**config.mk**
```make
export PLATFORM = sky130hd
export DESIGN_NAME = pmc_le_end_flat
export DESIGN_NICKNAME = d
export VERILOG_FILES = /design/src/pkg/pmc_pkg.sv /design/src/pkg/pmc_link_if.sv /design/src/pmc_le_end.sv /design/src/flat_wrapper.sv
export SDC_FILE = /design/constraint.sdc
export NUM_CORES = 1
export LEC_CHECK = 0
export BUFFER_PORTS_ARGS = -buffer_cell sky130_fd_sc_hd__buf_2
export CORE_ASPECT_RATIO = 1.4
export CORE_MARGIN = 4
export CORE_UTILIZATION = 35
export CTS_CLUSTER_SIZE = 30
export DETAILED_ROUTE_END_ITERATION = 16
export GPL_ROUTABILITY_DRIVEN = 0
export PLACE_DENSITY = 0.53
export SLEW_MARGIN = 10
export SYNTH_ARGS = -nofsm -noshare
export SYNTH_HDL_FRONTEND = slang
export SYNTH_SLANG_ARGS = --single-unit
```
**constraint.sdc**
```tcl
create_clock -name I_CORE_CLK -period 4.51 [get_ports I_CORE_CLK]
set_input_delay 0.902 -clock I_CORE_CLK [delete_from_list [all_inputs] [get_ports I_CORE_CLK]]
set_output_delay 0.902 -clock I_CORE_CLK [all_outputs]
set_load 0.01 [all_outputs]
```
**src/pkg/pmc_pkg.sv**
```systemverilog
// shared constants, types and octet coding for the protection message codec
package pmc_pkg;

   // fixed octet values
   localparam logic [7:0] PMC_PD        = 8'h48;
   localparam logic [4:0] PMC_MT_HI     = 5'h03;
   localparam logic [7:0] PMC_IEI_SN    = 8'h50;
   localparam logic [7:0] PMC_IEI_PHY   = 8'h51;
   localparam logic [7:0] PMC_IEI_REJ   = 8'h52;
   localparam logic [7:0] PMC_IEI_PE    = 8'h53;
   localparam logic [7:0] PMC_LEN_SN    = 8'h01;
   localparam logic [7:0] PMC_LEN_PHY   = 8'h02;
   localparam logic [7:0] PMC_LEN_CS    = 8'h01;
   localparam logic [7:0] PMC_LEN_PEMAX = 8'h03;
   localparam logic [7:0] PMC_EXT       = 8'h80;

   // message type codes, low three bits
   localparam logic [2:0] PMC_T_SW_REQ  = 3'h0;
   localparam logic [2:0] PMC_T_SW_CMD  = 3'h1;
   localparam logic [2:0] PMC_T_OP_CMD  = 3'h2;
   localparam logic [2:0] PMC_T_SW_ACK  = 3'h3;
   localparam logic [2:0] PMC_T_SW_REJ  = 3'h4;
   localparam logic [2:0] PMC_T_PERR    = 3'h5;
   localparam logic [2:0] PMC_T_RST_CMD = 3'h6;
   localparam logic [2:0] PMC_T_RST_ACK = 3'h7;

   // message lengths in octets and octet index limit
   localparam logic [3:0] PMC_N_RST     = 4'h4;
   localparam logic [3:0] PMC_N_SW      = 4'hB;
   localparam logic [3:0] PMC_N_REJ     = 4'hE;
   localparam logic [3:0] PMC_N_PE      = 4'hA;
   localparam logic [3:0] PMC_IDX_SAT   = 4'hF;

   // type masks, bit n stands for type code n
   localparam logic [7:0] PMC_LE_TX     = 8'hD6;
   localparam logic [7:0] PMC_AN_TX     = 8'hF9;
   localparam logic [7:0] PMC_SEQ       = 8'h3F;

   typedef struct packed {
      logic [2:0]  mtype;
      logic [15:0] lcid;
      logic [6:0]  sn;
      logic [7:0]  link;
      logic [4:0]  slot;
      logic [6:0]  cause;
      logic [1:0]  ndiag;
      logic [15:0] diag;
   } pmc_msg_s;

   typedef enum logic {
      PMC_IDLE = 1'b0,
      PMC_SEND = 1'b1
   } pmc_tx_e;

   typedef struct packed {
      pmc_tx_e     st;
      logic [3:0]  tidx;
      logic [3:0]  tlen;
      pmc_msg_s    tmsg;
      logic        tvld;
      logic [7:0]  tdata;
      logic        tlast;
      logic [6:0]  tsn;
      logic        ack_pend;
      logic [3:0]  ridx;
      pmc_msg_s    rmsg;
      logic        rbad;
      logic        rsn_vld;
      logic [6:0]  rsn;
      logic        rx_vld;
      pmc_msg_s    rx_msg;
      logic        rx_err;
      logic        rx_dup;
      logic        tx_ref;
      logic        sn_clr;
   } pmc_end_s;

   localparam pmc_end_s PMC_END_RST = '0;

   // true for the two sequence-number reset messages
   function automatic logic pmc_is_rst(input pmc_msg_s m);
      return m.mtype == PMC_T_RST_CMD || m.mtype == PMC_T_RST_ACK;
   endfunction

   // total message length in octets
   function automatic logic [3:0] pmc_len(input pmc_msg_s m);
      logic [3:0] n;
      n = PMC_N_SW;
      case (m.mtype)
         PMC_T_RST_CMD, PMC_T_RST_ACK: n = PMC_N_RST;
         PMC_T_SW_REJ:                 n = PMC_N_REJ;
         PMC_T_PERR:                   n = PMC_N_PE + {2'b00, m.ndiag};
         default:                      n = PMC_N_SW;
      endcase
      return n;
   endfunction

   // octet i of the message, in element order
   function automatic logic [7:0] pmc_octet(input pmc_msg_s m,
                                            input logic [3:0] i);
      logic       pe;
      logic [7:0] o;
      pe = m.mtype == PMC_T_PERR;
      case (i)
         4'h0: o = PMC_PD;
         4'h1: o = pmc_is_rst(m) ? 8'h00 : m.lcid[15:8];
         4'h2: o = pmc_is_rst(m) ? 8'h00 : m.lcid[7:0];
         4'h3: o = {PMC_MT_HI, m.mtype};
         4'h4: o = PMC_IEI_SN;
         4'h5: o = PMC_LEN_SN;
         4'h6: o = PMC_EXT | {1'b0, m.sn};
         4'h7: o = pe ? PMC_IEI_PE : PMC_IEI_PHY;
         4'h8: o = pe ? {6'h00, m.ndiag} + PMC_LEN_CS : PMC_LEN_PHY;
         4'h9: o = pe ? PMC_EXT | {1'b0, m.cause} : m.link;
         4'hA: o = pe ? m.diag[15:8] : {3'h0, m.slot};
         4'hB: o = pe ? m.diag[7:0] : PMC_IEI_REJ;
         4'hC: o = PMC_LEN_CS;
         4'hD: o = PMC_EXT | {1'b0, m.cause};
         default: o = 8'h00;
      endcase
      return o;
   endfunction

   // octet d at index i does not fit message m
   function automatic logic pmc_bad(input pmc_msg_s m, input logic [3:0] i,
                                    input logic [7:0] d);
      logic pe;
      logic b;
      pe = m.mtype == PMC_T_PERR;
      case (i)
         4'h0: b = d != PMC_PD;
         4'h3: b = d[7:3] != PMC_MT_HI;
         4'h4: b = d != PMC_IEI_SN;
         4'h5: b = d != PMC_LEN_SN;
         4'h6: b = !d[7];
         4'h7: b = d != (pe ? PMC_IEI_PE : PMC_IEI_PHY);
         4'h8: b = pe ? (d == 8'h00 || d > PMC_LEN_PEMAX) : d != PMC_LEN_PHY;
         4'h9: b = pe && !d[7];
         4'hA: b = !pe && d[7:5] != 3'h0;
         4'hB: b = !pe && d != PMC_IEI_REJ;
         4'hC: b = d != PMC_LEN_CS;
         4'hD: b = !d[7];
         4'hE, 4'hF: b = 1'b1;
         default: b = 1'b0;
      endcase
      return b;
   endfunction

   // store octet d at index i into the fields of m
   function automatic pmc_msg_s pmc_absorb(input pmc_msg_s m,
                                           input logic [3:0] i,
                                           input logic [7:0] d);
      pmc_msg_s r;
      logic     pe;
      r  = m;
      pe = m.mtype == PMC_T_PERR;
      case (i)
         4'h0: r = '0;
         4'h1: r.lcid[15:8] = d;
         4'h2: r.lcid[7:0] = d;
         4'h3: r.mtype = d[2:0];
         4'h6: r.sn = d[6:0];
         4'h8: r.ndiag = pe ? d[1:0] - PMC_LEN_CS[1:0] : 2'b00;
         4'h9: begin
            if (pe) r.cause = d[6:0];
            else r.link = d;
         end
         4'hA: begin
            if (pe) r.diag[15:8] = d;
            else r.slot = d[4:0];
         end
         4'hB: begin
            if (pe) r.diag[7:0] = d;
         end
         4'hD: r.cause = d[6:0];
         default: r = m;
      endcase
      return r;
   endfunction

endpackage

```
**src/pkg/pmc_link_if.sv**
```systemverilog
// octet link between the exchange end and the access network end
`timescale 1ns/1ps
interface pmc_link_if;
   logic       le2an_vld;
   logic [7:0] le2an_data;
   logic       le2an_last;
   logic       an2le_vld;
   logic [7:0] an2le_data;
   logic       an2le_last;

   modport le (output le2an_vld, le2an_data, le2an_last,
               input  an2le_vld, an2le_data, an2le_last);
   modport an (input  le2an_vld, le2an_data, le2an_last,
               output an2le_vld, an2le_data, an2le_last);
endinterface

```
**src/pmc_le_end.sv**
```systemverilog
// exchange end: framer and parser of protection messages
`timescale 1ns/1ps

// Operation
// - type octet is 00011 plus three-bit code
// - access network asks switch-over by request
// - request: discriminator, channel, type, number, physical
// - exchange starts switch-over with command
// - command has same five elements, same lengths
// - operator command sent on operator request
// - operator command has the five elements
// - access network acknowledges with five elements
// - reject adds three-octet cause after five elements
// - protocol error: four elements, cause three-five
// - reset command: discriminator, channel, type only
// - reset command receiver zeroes sequence state
// - reset acknowledge follows, three elements only
// - logical channel is any 16-bit value
// - reset messages carry zero logical channel
// - 7-bit sequence number drops duplicate copies
// - physical channel: 8-bit link, 5-bit slot
module pmc_le_end (
   input  wire logic              I_CORE_CLK, // system clock
   input  wire logic              I_RESET_N,  // async reset, low
   pmc_link_if.le                 LINK,       // octet link to AN
   input  wire logic              I_TX_REQ,   // send I_TX_MSG
   input  wire logic              I_OS_REQ,   // operator switch-over
   input  wire pmc_pkg::pmc_msg_s I_TX_MSG,   // fields to send
   output logic                   O_TX_BUSY,  // request not taken now
   output logic                   O_TX_REF,   // request refused pulse
   output logic                   O_RX_VLD,   // message received pulse
   output pmc_pkg::pmc_msg_s      O_RX_MSG,   // received fields
   output logic                   O_RX_ERR,   // bad message dropped
   output logic                   O_RX_DUP,   // duplicate dropped
   output logic                   O_SN_CLR    // sequence state zeroed
);

   pmc_pkg::pmc_end_s s;
   pmc_pkg::pmc_end_s n;
   pmc_pkg::pmc_msg_s m;
   pmc_pkg::pmc_msg_s rm;
   logic              tx_take;
   logic              os_take;
   logic              bad;
   logic              short_msg;

   // next state of framer and parser
   always_comb begin
      n         = s;
      m         = I_TX_MSG;
      rm        = s.rmsg;
      bad       = s.rbad;
      short_msg = 1'b0;
      tx_take   = 1'b0;
      os_take   = 1'b0;
      n.rx_vld  = 1'b0;
      n.rx_err  = 1'b0;
      n.rx_dup  = 1'b0;
      n.sn_clr  = 1'b0;

      // framer: one octet per cycle, a gap cycle between messages
      unique case (s.st)
         pmc_pkg::PMC_SEND: begin
            if (s.tlast) begin
               n.st    = pmc_pkg::PMC_IDLE;
               n.tvld  = 1'b0;
               n.tlast = 1'b0;
            end else begin
               n.tidx  = s.tidx + 4'h1;
               n.tdata = pmc_pkg::pmc_octet(s.tmsg, n.tidx);
               n.tlast = (s.tidx + 4'h2) == s.tlen;
            end
         end
         pmc_pkg::PMC_IDLE: begin
            // pending acknowledge first, then operator, then user
            if (s.ack_pend) begin
               m.mtype    = pmc_pkg::PMC_T_RST_ACK;
               n.ack_pend = 1'b0;
            end else if (I_OS_REQ) begin
               m.mtype = pmc_pkg::PMC_T_OP_CMD;
               os_take = 1'b1;
            end else if (I_TX_REQ &&
                         pmc_pkg::PMC_LE_TX[I_TX_MSG.mtype]) begin
               tx_take = 1'b1;
            end
            // load the message and its first octet
            if (s.ack_pend || os_take || tx_take) begin
               m.sn = s.tsn;
               if (pmc_pkg::pmc_is_rst(m)) begin
                  m.lcid = 16'h0000;
               end
               if (pmc_pkg::PMC_SEQ[m.mtype]) begin
                  n.tsn = s.tsn + 7'h01;
               end
               n.tmsg  = m;
               n.tlen  = pmc_pkg::pmc_len(m);
               n.tidx  = 4'h0;
               n.tdata = pmc_pkg::pmc_octet(m, 4'h0);
               n.tvld  = 1'b1;
               n.tlast = 1'b0;
               n.st    = pmc_pkg::PMC_SEND;
            end
         end
      endcase

      // a request that was not taken this cycle is refused
      n.tx_ref = (I_TX_REQ && !tx_take) || (I_OS_REQ && !os_take);

      // parser: gather octets and check each against its place
      if (LINK.an2le_vld) begin
         rm  = pmc_pkg::pmc_absorb(s.rmsg, s.ridx, LINK.an2le_data);
         bad = s.rbad | pmc_pkg::pmc_bad(rm, s.ridx, LINK.an2le_data);
         // only types the access network may send are accepted
         if (s.ridx == 4'h3 && !pmc_pkg::PMC_AN_TX[rm.mtype]) begin
            bad = 1'b1;
         end
         n.rmsg = rm;
         n.rbad = bad;
         if (s.ridx != pmc_pkg::PMC_IDX_SAT) begin
            n.ridx = s.ridx + 4'h1;
         end
         // act on the whole message at its last octet
         if (LINK.an2le_last) begin
            n.ridx    = 4'h0;
            n.rbad    = 1'b0;
            short_msg = pmc_pkg::pmc_len(rm) != s.ridx + 4'h1;
            if (bad || short_msg) begin
               n.rx_err = 1'b1;
            end else if (pmc_pkg::pmc_is_rst(rm)) begin
               n.tsn     = 7'h00;
               n.rsn_vld = 1'b0;
               n.sn_clr  = 1'b1;
               n.rx_vld  = 1'b1;
               n.rx_msg  = rm;
               if (rm.mtype == pmc_pkg::PMC_T_RST_CMD) begin
                  n.ack_pend = 1'b1;
               end
            end else if (s.rsn_vld && s.rsn == rm.sn) begin
               n.rx_dup = 1'b1;
            end else begin
               n.rx_vld  = 1'b1;
               n.rx_msg  = rm;
               n.rsn     = rm.sn;
               n.rsn_vld = 1'b1;
            end
         end
      end
   end

   // state register
   always_ff @(posedge I_CORE_CLK or negedge I_RESET_N) begin
      if (!I_RESET_N) begin
         s <= pmc_pkg::PMC_END_RST;
      end else begin
         s <= n;
      end
   end

   // link side outputs
   assign LINK.le2an_vld  = s.tvld;
   assign LINK.le2an_data = s.tdata;
   assign LINK.le2an_last = s.tlast;

   // user side outputs
   assign O_TX_BUSY = (s.st == pmc_pkg::PMC_SEND) || s.ack_pend;
   assign O_TX_REF  = s.tx_ref;
   assign O_RX_VLD  = s.rx_vld;
   assign O_RX_MSG  = s.rx_msg;
   assign O_RX_ERR  = s.rx_err;
   assign O_RX_DUP  = s.rx_dup;
   assign O_SN_CLR  = s.sn_clr;

endmodule

```
**src/flat_wrapper.sv**
```systemverilog
// flat-port wrapper written by rule: the top's interface ports become plain ports
module pmc_le_end_flat 
  (I_CORE_CLK, I_RESET_N, I_TX_REQ, I_OS_REQ, I_TX_MSG, O_TX_BUSY, O_TX_REF, O_RX_VLD, O_RX_MSG, O_RX_ERR, O_RX_DUP, O_SN_CLR, LINK_le2an_vld, LINK_le2an_data, LINK_le2an_last, LINK_an2le_vld, LINK_an2le_data, LINK_an2le_last);
  pmc_link_if LINK_i ();
  input  wire logic I_CORE_CLK;
  input  wire logic I_RESET_N;
  input  wire logic I_TX_REQ;
  input  wire logic I_OS_REQ;
  input  wire pmc_pkg::pmc_msg_s I_TX_MSG;
  output logic O_TX_BUSY;
  output logic O_TX_REF;
  output logic O_RX_VLD;
  output pmc_pkg::pmc_msg_s O_RX_MSG;
  output logic O_RX_ERR;
  output logic O_RX_DUP;
  output logic O_SN_CLR;
  output wire logic [$bits(LINK_i.le2an_vld)-1:0] LINK_le2an_vld;
  output wire logic [$bits(LINK_i.le2an_data)-1:0] LINK_le2an_data;
  output wire logic [$bits(LINK_i.le2an_last)-1:0] LINK_le2an_last;
  input wire logic [$bits(LINK_i.an2le_vld)-1:0] LINK_an2le_vld;
  input wire logic [$bits(LINK_i.an2le_data)-1:0] LINK_an2le_data;
  input wire logic [$bits(LINK_i.an2le_last)-1:0] LINK_an2le_last;
  assign LINK_le2an_vld = LINK_i.le2an_vld;
  assign LINK_le2an_data = LINK_i.le2an_data;
  assign LINK_le2an_last = LINK_i.le2an_last;
  assign LINK_i.an2le_vld = LINK_an2le_vld;
  assign LINK_i.an2le_data = LINK_an2le_data;
  assign LINK_i.an2le_last = LINK_an2le_last;
  pmc_le_end u_core (.I_CORE_CLK(I_CORE_CLK), .I_RESET_N(I_RESET_N), .LINK(LINK_i), .I_TX_REQ(I_TX_REQ), .I_OS_REQ(I_OS_REQ), .I_TX_MSG(I_TX_MSG), .O_TX_BUSY(O_TX_BUSY), .O_TX_REF(O_TX_REF), .O_RX_VLD(O_RX_VLD), .O_RX_MSG(O_RX_MSG), .O_RX_ERR(O_RX_ERR), .O_RX_DUP(O_RX_DUP), .O_SN_CLR(O_SN_CLR));
endmodule
```
==> flow_summary.json <==
{
  "numCtsBuffers": 28,
  "num_rows": 81,
  "avgSynthCellArea_um2": 10.1,
  "io_buffer_count": 150,
  "synth_area_leaders": "dfrtp_1, nand2_1, a22o_1",
  "grtUsageTotal": 0.173,
  "hold_buffers": 0,
  "crit_required_ps": 4950,
  "clockBufferDepth": 3,
  "cp-start-kind": "register",
  "synth.most_common_cell": "dfrtp_1",
  "tightestPinTransition_ps": 1070,
  "synthArstFlopShare": 1.00,
  "vias": 9202,
  "grt_pass1_vias": 9412,
  "hpwl_um": 23600,
  "skew_ps": 12.0,
  "drtPass1Iterations": 5,
  "drt-total-wl_um": 34200,
  "max_freq_mhz": 241,
  "cp_cell_sequence": "inv_1 -> ha_1 -> nand2b_1 -> nor2_2 -> nor2_1 -> nand2_1 -> o21ai_0 -> ha_1 -> buf_4 -> and2_1 -> o211ai_1 -> a21oi_1 -> or3_1 -> nor3_2 -> o211ai_4 -> buf_12 -> mux2_1",
  "crit_buf_inv": 3,
  "ys_ff_latch": 237,
  "grt_pass1_wl_um": 54200,
  "clk_pin_slew_ps": 60,
  "die_w_um": 167,
  "overflow": 0,
  "worst_path_max_delay_cell": "dfrtp_1",
  "htreeDepth": 1,
  "syn_nets": 1329,
  "min_path_type": "input pin to async pin",
  "setup_violations": 0,
  "yosysTopAreaCellShare": 0.477,
  "outcome": "completed",
  "fp.dieArea_um2": 38600,
  "final_max_slew_viol_count": 0,
  "synth_common_cells": "dfrtp_1, nand2_1, a22o_1",
  "routedWlPerCell_um": 19.4,
  "cts.repair.resized": 0,
  "post-route-min-period_ps": 4150,
  "period_share": 0.920,
  "postCtsSetupBuffers": 0,
  "drive_above_1_share": 0.241,
  "worst_skew_pair.late_latency_ps": 560,
  "slew_headroom": 0.284,
  "dp_worst_setup_slack_ps": 292,
  "clkSinkCount": 237,
  "syn_inst": 1232,
  "routed_via_density": 5.23,
  "dieHeight_um": 231,
  "critical_path_class": "register to register",
  "ys_types": 73,
  "rsz0062_at_grt": "no",
  "setup_tns_ps": 0,
  "timing.critical_path.mode_cell": "ha_1",
  "synth_edf_count": 0,
  "arrival_ps": 4590,
  "cts_tree": "built",
  "r2r_cells": 17,
  "cellLeakagePower_nw": 6.98,
  "area_growth_pct": 13.1,
  "antenna_found_initial": 0,
  "yosysSeqAreaShare": 0.477,
  "crit_path_max_fanout": 50,
  "ios": 158,
  "synth_area_leader_cell": "dfrtp_1",
  "cap_viol_max_count": 0,
  "start_util": 0.355,
  "ant_nets": 0,
  "netlist_area_um2": 12400,
  "hold_viol": 0,
  "nets": 1380,
  "yosys_warnings": 0,
  "route.detailed.drc": 0,
  "r2r_end": "u_core.O_RX_MSG[23]",
  "worstReg2RegStart": "u_core.s[143]",
  "cts-root-buf": "clkbuf_16",
  "grt_max_degree": 106,
  "ys.flop_type": "dfrtp_1",
  "critPathMaxStageDelay_ps": 450,
  "drt_iter0_drc": 736,
  "end_kind": "register",
  "critPathTopFamily": "simple AND/OR/NAND/NOR gates",
  "core_um2": 35100,
  "ir_worst_vdd_mv": 0.289,
  "fin_ws_ps": 361,
  "power.density_nw_per_um2": 508,
  "diodes": 0,
  "rrSetupSlack_ps": 360
}
[layout by cell type (no fill, tap or decap), types with 6 or more instances in the layout]
cell type	count
a221oi_2	6
nor2b_1	11
mux2i_1	6
clkinv_2	8
buf_4	27
buf_2	149
dfrtp_1	237
clkbuf_16	28
ha_1	19
mux2_4	51
xnor2_1	17
a22o_1	92
xor2_1	7
a21oi_1	39
a221o_1	6
and2_1	9
nand2_1	235
a22oi_1	7
mux2_2	14
o21ai_0	74
o21ai_1	6
inv_1	22
nand4_1	8
nor3_1	12
a31oi_1	8
mux2_1	6
and3_1	12
a221oi_1	6
nor2_1	45
clkbuf_8	6
a32o_1	8
nand3_1	14
and3b_1	8
a32oi_1	7
[cells by family after synthesis]
kind of cell / after synthesis / share of synthesized area
simple gates: 388 / 0.141
buf+inv: 181 / 0.0807
mux: 77 / 0.0845
compound gates: 306 / 0.181
flops: 237 / 0.477
xor+xnor: 24 / 0.0169
fa+ha+maj: 19 / 0.0191
[metal layers]
layer / vias to the layer above / wire length (um) / global-route usage / share of wire
met5: - / 0 / 0 / 0
met4: 0 / 1020 / 0.0573 / 0.030
met3: 61 / 1560 / 0.0249 / 0.046
met2: 261 / 17500 / 0.307 / 0.51
met1: 4485 / 14100 / 0.216 / 0.41
li1: 4395 / - / - / -
[state kept, by name (all words and copies together), names as in the netlist]
| signal | cells |
|---|---|
| u_core.LINK.le2an_data | 8 |
| u_core.O_RX_VLD | 1 |
| u_core.LINK.le2an_vld | 1 |
| u_core.O_TX_REF | 1 |
| u_core.O_RX_ERR | 1 |
| u_core.O_RX_DUP | 1 |
| u_core.O_SN_CLR | 1 |
| u_core.LINK.le2an_last | 1 |
| u_core.s | 158 |
| u_core.O_RX_MSG | 64 |
[worst reg2reg max path: stages (launching register included)]
cell      delay, ps
dfrtp_1         450
inv_1           110
ha_1            220
nand2b_1        130
nor2_2          330
nor2_1          100
nand2_1          80
o21ai_0         110
ha_1            240
buf_4           160
and2_1          210
o211ai_1        170
a21oi_1          80
or3_1           430
nor3_2          400
o211ai_4        150
buf_12          240
mux2_1          420
[where the power goes]
part | leakage, nW | switching [mW] | internal, mW
Clock | 0.460 | 0.927 | 1.35
Sequential | 3.13 | 0.322 | 2.54
Combinational | 3.39 | 1.24 | 0.755
[through the flow]
step	hold WS [ps]	total power [mW]	utilization	cells	area (um2)
2_1_floorplan	439	4.19	-	1232	12400
3_3_place_gp	459	4.85	0.374	1709	13100
3_5_place_dp	459	4.89	0.374	1709	13100
4_1_cts	435	7.22	0.401	1761	14100
5_1_grt	459	7.58	0.401	1761	14100
6_report	422	7.14	0.401	1761	14100
[cell type report]
cell class / instances / area, um2
Tap cell: 456 / 571
Timing Repair Buffer: 180 / 1020
Fill cell: 3530 / 21000
Clock inverter: 14 / 139
Sequential cell: 237 / 5930
Inverter: 22 / 82.6
Multi-Input combinational cell: 814 / 5520
Clock buffer: 38 / 798
[worst max-delay path by stage]
stage | slack [ps] | cells after the start | endpoint | startpoint
global placement | 330 | 17 | u_core.O_RX_MSG[8] | u_core.s[143]
global route | 20 | 17 | u_core.O_RX_MSG[23] | u_core.s[143]
finish | 360 | 17 | u_core.O_RX_MSG[23] | u_core.s[143]
CTS | 240 | 17 | u_core.O_RX_MSG[23] | u_core.s[143]
detailed placement | 290 | 17 | u_core.O_RX_MSG[8] | u_core.s[143]
floorplan | 560 | 13 | u_core.O_RX_MSG[23] | LINK_an2le_data[0]
Power figures use the tool's default switching activity.
